===== src/design/afp_pkg.sv =====
// Package with the constants shared by the angle filter and power control block.
package afp_pkg;

   // Clock rate.
   localparam int unsigned CLK_HZ            = 25000000;

   // Slow filter shifts per select code; a larger shift gives a longer delay.
   localparam logic [3:0]  SHIFT_SF00        = 4'h6;
   localparam logic [3:0]  SHIFT_SF01        = 4'h5;
   localparam logic [3:0]  SHIFT_SF10        = 4'h4;
   localparam logic [3:0]  SHIFT_SF11        = 4'h3;

   // Step response delays for select code 00 in microseconds and select code 11 in nanoseconds.
   localparam int unsigned DELAY_SF00_US     = 2200;
   localparam int unsigned DELAY_SF11_NS     = 286000;

   // Filter update period: the 2.2 ms setting takes about 2^6 updates.
   localparam int unsigned UPDATE_PERIOD_NS  = 32000;
   localparam int unsigned UPDATE_CYCLES     = (UPDATE_PERIOD_NS * (CLK_HZ / 1000000)) / 1000;

   // Slow-to-fast and fast-to-slow thresholds in LSB.
   localparam logic [4:0]  S2F_001           = 5'h06;
   localparam logic [4:0]  S2F_010           = 5'h07;
   localparam logic [4:0]  S2F_011           = 5'h09;
   localparam logic [4:0]  S2F_100           = 5'h12;
   localparam logic [4:0]  S2F_101           = 5'h15;
   localparam logic [4:0]  S2F_110           = 5'h18;
   localparam logic [4:0]  S2F_111           = 5'h0a;
   localparam logic [4:0]  F2S_LOW           = 5'h01;
   localparam logic [4:0]  F2S_MID           = 5'h02;
   localparam logic [4:0]  F2S_HIGH          = 5'h04;

   // Watchdog stillness window and time.
   localparam logic [11:0] WD_WINDOW_LSB     = 12'h004;
   localparam int unsigned WD_TIME_S         = 60;
   localparam longint unsigned WD_CYCLES     = longint'(WD_TIME_S) * longint'(CLK_HZ);

   // Latest time for a register write to reach the outputs.
   localparam int unsigned CFG_APPLY_US      = 1000;
   localparam int unsigned CFG_APPLY_CYCLES  = (CFG_APPLY_US * (CLK_HZ / 1000000));

   // Register offsets.
   localparam logic [3:0]  ADDR_CONFIG       = 4'h0;
   localparam logic [3:0]  ADDR_STATUS       = 4'h1;
   localparam logic [3:0]  ADDR_IRQ_STATUS   = 4'h2;
   localparam logic [3:0]  ADDR_IRQ_MASK     = 4'h3;
   localparam logic [3:0]  ADDR_MIN_FIELD    = 4'h4;
   localparam logic [3:0]  ADDR_ANGLE        = 4'h5;

   // Configuration field positions.
   localparam int unsigned POS_PM            = 0;
   localparam int unsigned POS_HYSTERESIS_SELECT          = 2;
   localparam int unsigned POS_SF            = 8;
   localparam int unsigned POS_FTH           = 10;
   localparam int unsigned POS_WD            = 13;
   localparam logic [15:0] CONFIG_RESET      = 16'h0000;
   localparam logic [7:0]  MIN_FIELD_RESET   = 8'h20;

   // Interrupt status bits.
   localparam int unsigned IRQ_MAGNET_LOST   = 0;
   localparam int unsigned IRQ_MAGNET_FOUND  = 1;
   localparam int unsigned IRQ_WD_SLEEP      = 2;
   localparam int unsigned IRQ_FAST_ON       = 3;
   localparam int unsigned IRQ_BITS          = 4;

   // Power states.
   typedef enum logic [3:0]
   {
      PWR_NORMAL = 4'b0001,
      PWR_FIRST_LOW_POWER_MODE   = 4'b0010,
      PWR_SECOND_LOW_POWER_MODE   = 4'b0100,
      PWR_LPM3   = 4'b1000
   } afp_pwr_t;

endpackage : afp_pkg


===== src/design/afp_stage.sv =====
// Single-pole linear filter stage with a selectable shift.
`timescale 1ns/100ps
`default_nettype none

module afp_stage
(
   input  wire logic        core_clk,
   input  wire logic        srst,
   input  wire logic        step_en,
   input  wire logic        load,
   input  wire logic [11:0] sample,
   input  wire logic [3:0]  shift,
   output logic      [11:0] value
);

   logic [19:0] acc_reg;
   logic [19:0] sample_ext;
   logic [20:0] diff;
   logic [20:0] step;

   assign sample_ext = {sample, 8'h00};
   assign diff       = {1'b0, sample_ext} - {1'b0, acc_reg};
   assign step       = $signed(diff) >>> shift;

   always_ff @(posedge core_clk)
   begin
      if (srst)
         acc_reg <= 20'h00000;
      else if (load)
         acc_reg <= sample_ext;
      else if (step_en)
         acc_reg <= acc_reg + step[19:0];
   end

   assign value = acc_reg[19:8] + {11'h000, acc_reg[7]};

endmodule : afp_stage

`default_nettype wire


===== src/design/afp_core.sv =====
// Angle filter, hysteresis, magnet detection and power control top module.
// How it works
// Slow filter shift set by slow_filter_select; longer shift gives longer delay.
// Fast threshold select zero keeps the fast filter permanently off.
// Fast filter engages only when the input step exceeds the slow-to-fast level.
// Thresholds decoded per select code from the fixed table.
// While engaged the filter runs with the shortest slow setting shift.
// Filter returns to the slow setting once error is under fast-to-slow level.
// Output holds until the angle moves beyond the hysteresis band.
// Weak field freezes the quadrature angle and clears magnet_present.
// Power state machine follows power_mode_select and the watchdog.
// Any low-power mode forces the fast filter off.
// Watchdog forces deepest mode after a minute within four LSB.
// Mode decode: 0X normal or first, 10 second, 11 deepest.
// Register writes reach the outputs within one update period, under 1 ms.
// Hysteresis code zero disables it; one to three select that many LSB.
// Motion beyond four LSB restarts the watchdog and leaves forced deepest mode.
//
// Design decisions made here: the address map and the address-and-strobe port.
`timescale 1ns/100ps
`default_nettype none

module afp_core
#(
   parameter longint unsigned WD_CYCLES = afp_pkg::WD_CYCLES
)
(
   input  wire logic        core_clk,
   input  wire logic        srst,
   input  wire logic [3:0]  reg_addr,
   input  wire logic [15:0] reg_wdata,
   input  wire logic        reg_wr,
   input  wire logic        reg_rd,
   output logic      [15:0] reg_rdata,
   input  wire logic [11:0] raw_angle,
   input  wire logic [7:0]  field_strength,
   output logic      [11:0] quad_angle,
   output logic             magnet_present,
   output logic      [3:0]  power_state,
   output logic             irq
);

   logic [11:0]       angle_s1_reg;
   logic [11:0]       angle_s2_reg;
   logic [7:0]        field_s1_reg;
   logic [7:0]        field_s2_reg;
   logic [15:0]       config_register_reg;
   logic [7:0]        min_field_level_reg;
   localparam int IRQ_W = afp_pkg::IRQ_BITS;
   logic [IRQ_W-1:0]  irq_status_reg;
   logic [IRQ_W-1:0]  irq_mask_reg;
   logic [IRQ_W-1:0]  irq_event;

   logic [1:0]        power_mode_select;
   logic [1:0]        hysteresis_select;
   logic [1:0]        slow_filter_select;
   logic [2:0]        fast_threshold_select;
   logic              watchdog_enable;

   logic [15:0]       upd_cnt_reg;
   logic              upd_tick;
   logic              fast_reg;
   logic              fast_next;
   logic [3:0]        shift;
   logic [4:0]        s2f_lsb;
   logic [4:0]        f2s_lsb;
   logic [11:0]       filt_value;
   logic [11:0]       err;
   logic [11:0]       err_abs;
   logic [11:0]       hold_reg;
   logic [11:0]       hysteresis_select_diff;
   logic [11:0]       hysteresis_select_abs;
   logic [11:0]       hysteresis_select_lsb;
   logic              magnet_ok;
   logic              magnet_reg;
   logic [11:0]       wd_ref_reg;
   logic [11:0]       wd_diff;
   logic [11:0]       wd_abs;
   logic              wd_moved;
   logic [35:0]       wd_cnt_reg;
   logic              wd_sleep_reg;
   afp_pkg::afp_pwr_t pwr_reg;
   afp_pkg::afp_pwr_t pwr_next;

   assign power_mode_select     = config_register_reg[afp_pkg::POS_PM +: 2];
   assign hysteresis_select     = config_register_reg[afp_pkg::POS_HYSTERESIS_SELECT +: 2];
   assign slow_filter_select    = config_register_reg[afp_pkg::POS_SF +: 2];
   assign fast_threshold_select = config_register_reg[afp_pkg::POS_FTH +: 3];
   assign watchdog_enable       = config_register_reg[afp_pkg::POS_WD];

   // Pin inputs pass two flip-flops before use.
   always_ff @(posedge core_clk)
   begin
      angle_s1_reg <= raw_angle;
      angle_s2_reg <= angle_s1_reg;
      field_s1_reg <= field_strength;
      field_s2_reg <= field_s1_reg;
   end

   // Register writes.
   always_ff @(posedge core_clk)
   begin
      if (srst)
      begin
         config_register_reg <= afp_pkg::CONFIG_RESET;
         min_field_level_reg <= afp_pkg::MIN_FIELD_RESET;
         irq_mask_reg        <= '0;
      end
      else if (reg_wr)
      begin
         if (reg_addr == afp_pkg::ADDR_CONFIG)
            config_register_reg <= reg_wdata;
         if (reg_addr == afp_pkg::ADDR_MIN_FIELD)
            min_field_level_reg <= reg_wdata[7:0];
         if (reg_addr == afp_pkg::ADDR_IRQ_MASK)
            irq_mask_reg <= reg_wdata[IRQ_W-1:0];
      end
   end

   // Sticky interrupt status; a new event wins over a write-one clear.
   always_ff @(posedge core_clk)
   begin
      if (srst)
         irq_status_reg <= '0;
      else if (reg_wr && reg_addr == afp_pkg::ADDR_IRQ_STATUS)
         irq_status_reg <= (irq_status_reg & ~reg_wdata[IRQ_W-1:0]) | irq_event;
      else
         irq_status_reg <= irq_status_reg | irq_event;
   end

   always_ff @(posedge core_clk)
   begin
      if (srst)
         irq <= 1'b0;
      else
         irq <= |(irq_status_reg & irq_mask_reg);
   end

   // Read data one cycle after the strobe; unmapped offsets read zero.
   always_ff @(posedge core_clk)
   begin
      if (srst)
         reg_rdata <= 16'h0000;
      else if (reg_rd)
      begin
         case (reg_addr)
            afp_pkg::ADDR_CONFIG:     reg_rdata <= config_register_reg;
            afp_pkg::ADDR_STATUS:     reg_rdata <= {10'h000, pwr_reg, fast_reg, magnet_reg};
            afp_pkg::ADDR_IRQ_STATUS: reg_rdata <= {12'h000, irq_status_reg};
            afp_pkg::ADDR_IRQ_MASK:   reg_rdata <= {12'h000, irq_mask_reg};
            afp_pkg::ADDR_MIN_FIELD:  reg_rdata <= {8'h00, min_field_level_reg};
            afp_pkg::ADDR_ANGLE:      reg_rdata <= {4'h0, quad_angle};
            default:                  reg_rdata <= 16'h0000;
         endcase
      end
      else
         reg_rdata <= 16'h0000;
   end

   // Filter update enable; the period is far below 1 ms so new settings apply promptly.
   always_ff @(posedge core_clk)
   begin
      if (srst || upd_tick)
         upd_cnt_reg <= 16'h0000;
      else
         upd_cnt_reg <= upd_cnt_reg + 16'h0001;
   end

   assign upd_tick = (upd_cnt_reg == 16'(afp_pkg::UPDATE_CYCLES - 1));

   // Threshold table.
   always_comb
   begin
      case (fast_threshold_select)
         3'h1:    begin s2f_lsb = afp_pkg::S2F_001; f2s_lsb = afp_pkg::F2S_LOW;  end
         3'h2:    begin s2f_lsb = afp_pkg::S2F_010; f2s_lsb = afp_pkg::F2S_LOW;  end
         3'h3:    begin s2f_lsb = afp_pkg::S2F_011; f2s_lsb = afp_pkg::F2S_LOW;  end
         3'h4:    begin s2f_lsb = afp_pkg::S2F_100; f2s_lsb = afp_pkg::F2S_MID;  end
         3'h5:    begin s2f_lsb = afp_pkg::S2F_101; f2s_lsb = afp_pkg::F2S_MID;  end
         3'h6:    begin s2f_lsb = afp_pkg::S2F_110; f2s_lsb = afp_pkg::F2S_MID;  end
         3'h7:    begin s2f_lsb = afp_pkg::S2F_111; f2s_lsb = afp_pkg::F2S_HIGH; end
         default: begin s2f_lsb = 5'h1f;            f2s_lsb = 5'h00;            end
      endcase
   end

   // Shortest-path angular error between input and filter output.
   assign err     = angle_s2_reg - filt_value;
   assign err_abs = err[11] ? (12'h000 - err) : err;

   // Fast filter engage and release.
   always_comb
   begin
      fast_next = fast_reg;
      if (fast_threshold_select == 3'h0 || pwr_reg != afp_pkg::PWR_NORMAL)
         fast_next = 1'b0;
      else if (!fast_reg && err_abs > {7'h00, s2f_lsb})
         fast_next = 1'b1;
      else if (fast_reg && err_abs < {7'h00, f2s_lsb})
         fast_next = 1'b0;
   end

   always_ff @(posedge core_clk)
   begin
      if (srst)
         fast_reg <= 1'b0;
      else if (upd_tick || fast_threshold_select == 3'h0 || pwr_reg != afp_pkg::PWR_NORMAL)
         fast_reg <= fast_next;
   end

   // Filter shift from the slow select or, while fast, the shortest setting.
   always_comb
   begin
      if (fast_reg)
         shift = afp_pkg::SHIFT_SF11;
      else
      begin
         case (slow_filter_select)
            2'h0:    shift = afp_pkg::SHIFT_SF00;
            2'h1:    shift = afp_pkg::SHIFT_SF01;
            2'h2:    shift = afp_pkg::SHIFT_SF10;
            default: shift = afp_pkg::SHIFT_SF11;
         endcase
      end
   end

   afp_stage u_stage
   (
      .core_clk (core_clk),
      .srst     (srst),
      .step_en  (upd_tick),
      .load     (1'b0),
      .sample   (angle_s2_reg),
      .shift    (shift),
      .value    (filt_value)
   );

   // Magnet detection.
   assign magnet_ok = (field_s2_reg >= min_field_level_reg);

   always_ff @(posedge core_clk)
   begin
      if (srst)
         magnet_reg <= 1'b0;
      else
         magnet_reg <= magnet_ok;
   end

   always_ff @(posedge core_clk)
   begin
      if (srst)
         magnet_present <= 1'b0;
      else
         magnet_present <= magnet_ok;
   end

   // Output hysteresis.
   assign hysteresis_select_diff = filt_value - hold_reg;
   assign hysteresis_select_abs  = hysteresis_select_diff[11] ? (12'h000 - hysteresis_select_diff) : hysteresis_select_diff;
   assign hysteresis_select_lsb  = {10'h000, hysteresis_select};

   always_ff @(posedge core_clk)
   begin
      if (srst)
         hold_reg <= 12'h000;
      else if (hysteresis_select_abs > hysteresis_select_lsb)
         hold_reg <= filt_value;
   end

   always_ff @(posedge core_clk)
   begin
      if (srst)
         quad_angle <= 12'h000;
      else if (magnet_ok)
         quad_angle <= hold_reg;
   end

   // Watchdog stillness detection.
   assign wd_diff  = angle_s2_reg - wd_ref_reg;
   assign wd_abs   = wd_diff[11] ? (12'h000 - wd_diff) : wd_diff;
   assign wd_moved = (wd_abs > afp_pkg::WD_WINDOW_LSB);

   always_ff @(posedge core_clk)
   begin
      if (srst || !watchdog_enable || wd_moved)
      begin
         wd_ref_reg <= angle_s2_reg;
         wd_cnt_reg <= 36'h000000000;
      end
      else if (wd_cnt_reg != 36'(WD_CYCLES))
         wd_cnt_reg <= wd_cnt_reg + 36'h000000001;
   end

   always_ff @(posedge core_clk)
   begin
      if (srst || !watchdog_enable || wd_moved)
         wd_sleep_reg <= 1'b0;
      else if (wd_cnt_reg == 36'(WD_CYCLES))
         wd_sleep_reg <= 1'b1;
   end

   // Power state machine.
   always_comb
   begin
      case (power_mode_select)
         2'h0:    pwr_next = afp_pkg::PWR_NORMAL;
         2'h1:    pwr_next = afp_pkg::PWR_FIRST_LOW_POWER_MODE;
         2'h2:    pwr_next = afp_pkg::PWR_SECOND_LOW_POWER_MODE;
         default: pwr_next = afp_pkg::PWR_LPM3;
      endcase
      if (wd_sleep_reg)
         pwr_next = afp_pkg::PWR_LPM3;
   end

   always_ff @(posedge core_clk)
   begin
      if (srst)
         pwr_reg <= afp_pkg::PWR_NORMAL;
      else
         pwr_reg <= pwr_next;
   end

   always_ff @(posedge core_clk)
   begin
      if (srst)
         power_state <= 4'h1;
      else
         power_state <= pwr_reg;
   end

   // Interrupt events.
   assign irq_event[afp_pkg::IRQ_MAGNET_LOST]  = magnet_reg & ~magnet_ok;
   assign irq_event[afp_pkg::IRQ_MAGNET_FOUND] = ~magnet_reg & magnet_ok;
   assign irq_event[afp_pkg::IRQ_WD_SLEEP]     = ~wd_sleep_reg & watchdog_enable & ~wd_moved
                                                 & (wd_cnt_reg == 36'(WD_CYCLES));
   assign irq_event[afp_pkg::IRQ_FAST_ON]      = upd_tick & ~fast_reg & fast_next;

endmodule : afp_core

`default_nettype wire


===== config.mk =====
export PLATFORM = sky130hd
export DESIGN_NAME = afp_core
export DESIGN_NICKNAME = d
export VERILOG_FILES = /design/src/design/afp_pkg.sv /design/src/design/afp_stage.sv /design/src/design/afp_core.sv
export SDC_FILE = /design/constraint.sdc
export NUM_CORES = 1
export LEC_CHECK = 0
export BUFFER_PORTS_ARGS = -buffer_cell sky130_fd_sc_hd__buf_2
export CAP_MARGIN = 25
export CORE_AREA = 2 2 220 114
export DETAILED_ROUTE_END_ITERATION = 12
export DIE_AREA = 0 0 222 116
export GPL_TIMING_DRIVEN = 1
export HOLD_SLACK_MARGIN = 0.15
export PLACE_DENSITY_LB_ADDON = 0.15
export SYNTH_ARGS = -nofsm -noshare
export SYNTH_HDL_FRONTEND = slang
export SYNTH_SLANG_ARGS = --single-unit

===== constraint.sdc =====
create_clock -name core_clk -period 5.15 [get_ports core_clk]
set_input_delay 1.03 -clock core_clk [delete_from_list [all_inputs] [get_ports core_clk]]
set_output_delay 1.03 -clock core_clk [all_outputs]
set_load 0.01 [all_outputs]

==> results.toml <==
[status]
status = "completed"

[drt]
drt-initial-drc-count = 1401
route.detailed.wl_per_inst_um = 18.36
post_drt_via_cell_ratio = 5.863
final_antenna_net_count = 0
dr.pass1.iters = 7
detailed_route_wl_mm = 37.10
drc_errors = 0
detailroute.via_count = 11850

[pwr]
net-switching-power_mw = 1.663
power.share.switching = 0.3379
power_per_cell_area_nw_per_um2 = 331.2
post-layout-total-power_mw = 4.922
cellLeakagePower_nw = 6.017
seq_power_share = 0.351
ir_drop_worst_case_vdd_mv = 0.3729
power_frac_clock = 0.285
p_int_mw = 3.259
pwr-share-comb = 0.364

[place]
placement.setup.worst_slack_ps = 95.31
hpwlAfterDp_mm = 28.72
placed_cells_incl_taps = 1984
place_congestion = 0.9647
buffer_ports.inserted = 77
dpl-instance-area_um2 = 14080

[clock_network]
worstSkewPairLatency_ps = 510
cts_hold_buf = 0
htreeDepth = 1
number_of_clock_buffers_inserted_by_tritoncts = 19
clock-root-buffer = "sky130_fd_sc_hd__clkbuf_16"
clkTransAtPathRegs_ps = 70
cts_tree = "built"
cts.sink_count = 208
max-clock-path-buffers = 3

[critical_path]
critPathMaxFanout = 6
reg2reg_to = "u_stage.acc_reg[19]$_SDFFE_PP0P_"
startpoint_type = "flop"
reg2reg_from = "u_stage.acc_reg[8]$_SDFFE_PP0P_"
required_worst_endpoint_ps = 5580
timing.reg2reg.setup_slack_ps = 300
arrival_ps = 5290
cp-end-kind = "flop"
setup.worst_path.class = "reg2reg"
worstSetupStartpoint = "u_stage.acc_reg[8]$_SDFFE_PP0P_"
r2r.worst_path.cells = 26
crit_path_capture = "u_stage.acc_reg[19]$_SDFFE_PP0P_"

[cells_and_area]
area_growth_pct = 13.33
final_common_cell = "sky130_fd_sc_hd__dfxtp_1"
most-common-layout-cells = "sky130_fd_sc_hd__dfxtp_1, sky130_fd_sc_hd__nor2_1, sky130_fd_sc_hd__nand2_1, sky130_fd_sc_hd__a21oi_1, sky130_fd_sc_hd__inv_1"
finalCoreUtilization = 0.6278
finalNetCount = 1826
finalNonFillerCells = 2021
largest_register_ff_count = 36
final_layout_size_suffix_gt1_frac = 0.1489
antennaDiodeCount = 0
filler_cell_count = 2104
layout.cell_area.non_filler_um2 = 14860

[timing]
total_negative_setup_slack_ps = 0
timing.final.max_slew_violations = 0
layout_worst_path_cycle_share = 0.9427
whs_ps = 309.4
worst_clock_skew_ps = 14.44
min_period_ps = 4855
rsz0062_at_grt = "yes"
finalSetupViolCount = 0
fmax_ghz = 0.2060
worst-slew-pin-transition_ps = 945.9
worst_slew_margin_rel = 0.3690
finalHoldViolCount = 0
final_worst_path_setup_slack_ps = 295.2

[job]
maxCapViolations = 0

[global_route]
first_global_vias = 10496
antenna_found_initial = 0
grt_remaining_overflow = 0
maximum_number_of_pins_on_one_net_before_global_route_repair = 67
gr-usage-all-layers = 0.2849
grt_first_pass_wirelength_mm = 57.82

[yosys]
postSynth.asyncResetShare = 0
register_bit_total_from_synthesis = 208
synth_enable_flop_cells = 12
synth_cell_type_count = 90
post_synth_instance_area_um2 = 13110
synth-warning-count = 0
mean_post_synth_cell_area_um2 = 8.176
synth-seq-area-share = 0.3267
post_synth_inst_count = 1604
synth_flop_cell = "sky130_fd_sc_hd__dfxtp_1"
synth_nets = 1736

[worst_hold_path]
worst_hold_path_type = "reg2reg"
hold_start = "angle_s1_reg[11]$_DFF_P_"

[floorplan]
rows = 40
top_level_ports = 78
placeableCoreArea_um2 = 23670
die_area_um2 = 25750
die_height_um = 116
initial_utilization = 0.5540
die_w_um = 222
==> how the worst min path moves through the flow <==
stage / depth (start not counted) / slack (ps) / endpoint
2_1_floorplan: 0 / 310 / angle_s2_reg[0]$_DFF_P_
3_5_place_dp: 0 / 310 / angle_s2_reg[7]$_DFF_P_
5_1_grt: 0 / 310 / angle_s2_reg[11]$_DFF_P_
6_report: 0 / 310 / angle_s2_reg[11]$_DFF_P_
4_1_cts: 0 / 310 / angle_s2_reg[11]$_DFF_P_
3_3_place_gp: 0 / 310 / field_s2_reg[7]$_DFF_P_
==> layout make-up <==
type / instances / area, um2 / share of cell area
clock buffers: 26 / 554.3 / 0.03730
repair buffers: 139 / 878.3 / 0.05910
flip-flops and latches: 208 / 4295 / 0.2890
multi-input cells: 1232 / 8344 / 0.5615
well taps: 315 / 394.1 / 0.02652
inverters: 94 / 352.8 / 0.02374
clock inverters: 7 / 42.54 / 0.002862
==> per-layer routing <==
layer / GRT usage / wire length [um] / vias to the layer above
met2: 0.3520 / 12880 / 479
met1: 0.4499 / 19030 / 5496
li1: - / - / 5826
met3: 0.1159 / 4701 / 49
met4: 0.03919 / 497 / 0
met5: 0 / 0 / -
==> critical path, cell delays in order, from the launching register on <==
cell and delay (ps):
sky130_fd_sc_hd__dfxtp_4 400, sky130_fd_sc_hd__inv_1 60, sky130_fd_sc_hd__ha_1 410, sky130_fd_sc_hd__a31oi_1 130, sky130_fd_sc_hd__o21bai_1 220, sky130_fd_sc_hd__a21oi_1 120
sky130_fd_sc_hd__o21ai_1 170, sky130_fd_sc_hd__nand3_1 130, sky130_fd_sc_hd__a211oi_2 210, sky130_fd_sc_hd__buf_4 170, sky130_fd_sc_hd__mux2i_1 200, sky130_fd_sc_hd__o2111ai_1 120
sky130_fd_sc_hd__a21oi_1 150, sky130_fd_sc_hd__o21a_1 160, sky130_fd_sc_hd__o21ai_1 90, sky130_fd_sc_hd__buf_4 150, sky130_fd_sc_hd__ha_1 310, sky130_fd_sc_hd__o21a_1 130
sky130_fd_sc_hd__nor2_1 50, sky130_fd_sc_hd__nor2b_1 190, sky130_fd_sc_hd__nand2b_1 130, sky130_fd_sc_hd__o21ai_0 110, sky130_fd_sc_hd__o31ai_1 290, sky130_fd_sc_hd__a21o_1 170
sky130_fd_sc_hd__xnor2_1 70, sky130_fd_sc_hd__or3_1 300, sky130_fd_sc_hd__a21oi_1 150
==> power by group through the flow <==
stage	registers [mW]	clock network [mW]	logic [mW]
after global placement	1.76	0	1.69
after floorplan	1.75	0	1.41
after CTS	1.72	1.43	1.76
after detailed placement	1.76	0	1.75
final	1.73	1.40	1.79
after global routing	1.73	1.47	1.96
==> timing repair <==
action | CTS | global route
resized for setup | 0 | 36
setup endpoints to repair | 0 | 19
setup buffers | 0 | 2
hold endpoints to repair | 0 | 0
==> synthesized netlist by cell type, drive strengths merged, types with 6 or more instances <==
| cell type | count | share of area |
|---|---|---|
| nor3b | 19 | 0.015 |
| o21ai | 66 | 0.025 |
| a21oi | 127 | 0.049 |
| maj3 | 7 | 0.0054 |
| nor2 | 167 | 0.048 |
| dfxtp | 196 | 0.30 |
| or2 | 14 | 0.0067 |
| o211ai | 11 | 0.0067 |
| nand3 | 61 | 0.023 |
| ha | 83 | 0.079 |
| o21bai | 11 | 0.0063 |
| nand3b | 6 | 0.0034 |
| nor3 | 44 | 0.017 |
| nand4 | 19 | 0.010 |
| nand2b | 16 | 0.0076 |
| o21a | 11 | 0.0063 |
| a211oi | 14 | 0.0084 |
| a22oi | 17 | 0.0097 |
| and2 | 11 | 0.0052 |
| and3 | 31 | 0.015 |
| edfxtp | 12 | 0.027 |
| a21o | 21 | 0.012 |
| clkbuf | 58 | 0.017 |
| nand2 | 159 | 0.046 |
| or3 | 9 | 0.0047 |
| nor2b | 15 | 0.0072 |
| xnor2 | 82 | 0.056 |
| o31ai | 11 | 0.0063 |
| xor2 | 52 | 0.035 |
| a31oi | 9 | 0.0043 |
| nor4b | 11 | 0.0088 |
| buf | 12 | 0.0052 |
| nor4 | 13 | 0.0062 |
| inv | 94 | 0.027 |
| mux2 | 8 | 0.0069 |
| mux2i | 32 | 0.024 |
==> cell families (layout without fill, tap and decap cells) <==
logic type,after synthesis,after routing,synth area share
XOR/XNOR,135,135,0.09293
buffers and inverters,164,266,0.04866
AO/OA/AOI/OAI,356,356,0.1773
adder cells (fa/ha/maj),95,95,0.09226
AND/OR/NAND/NOR,606,606,0.2309
multiplexers,40,40,0.03130
flip-flops,208,208,0.3267
No activity file was read; power rests on OpenSTA's default activity.
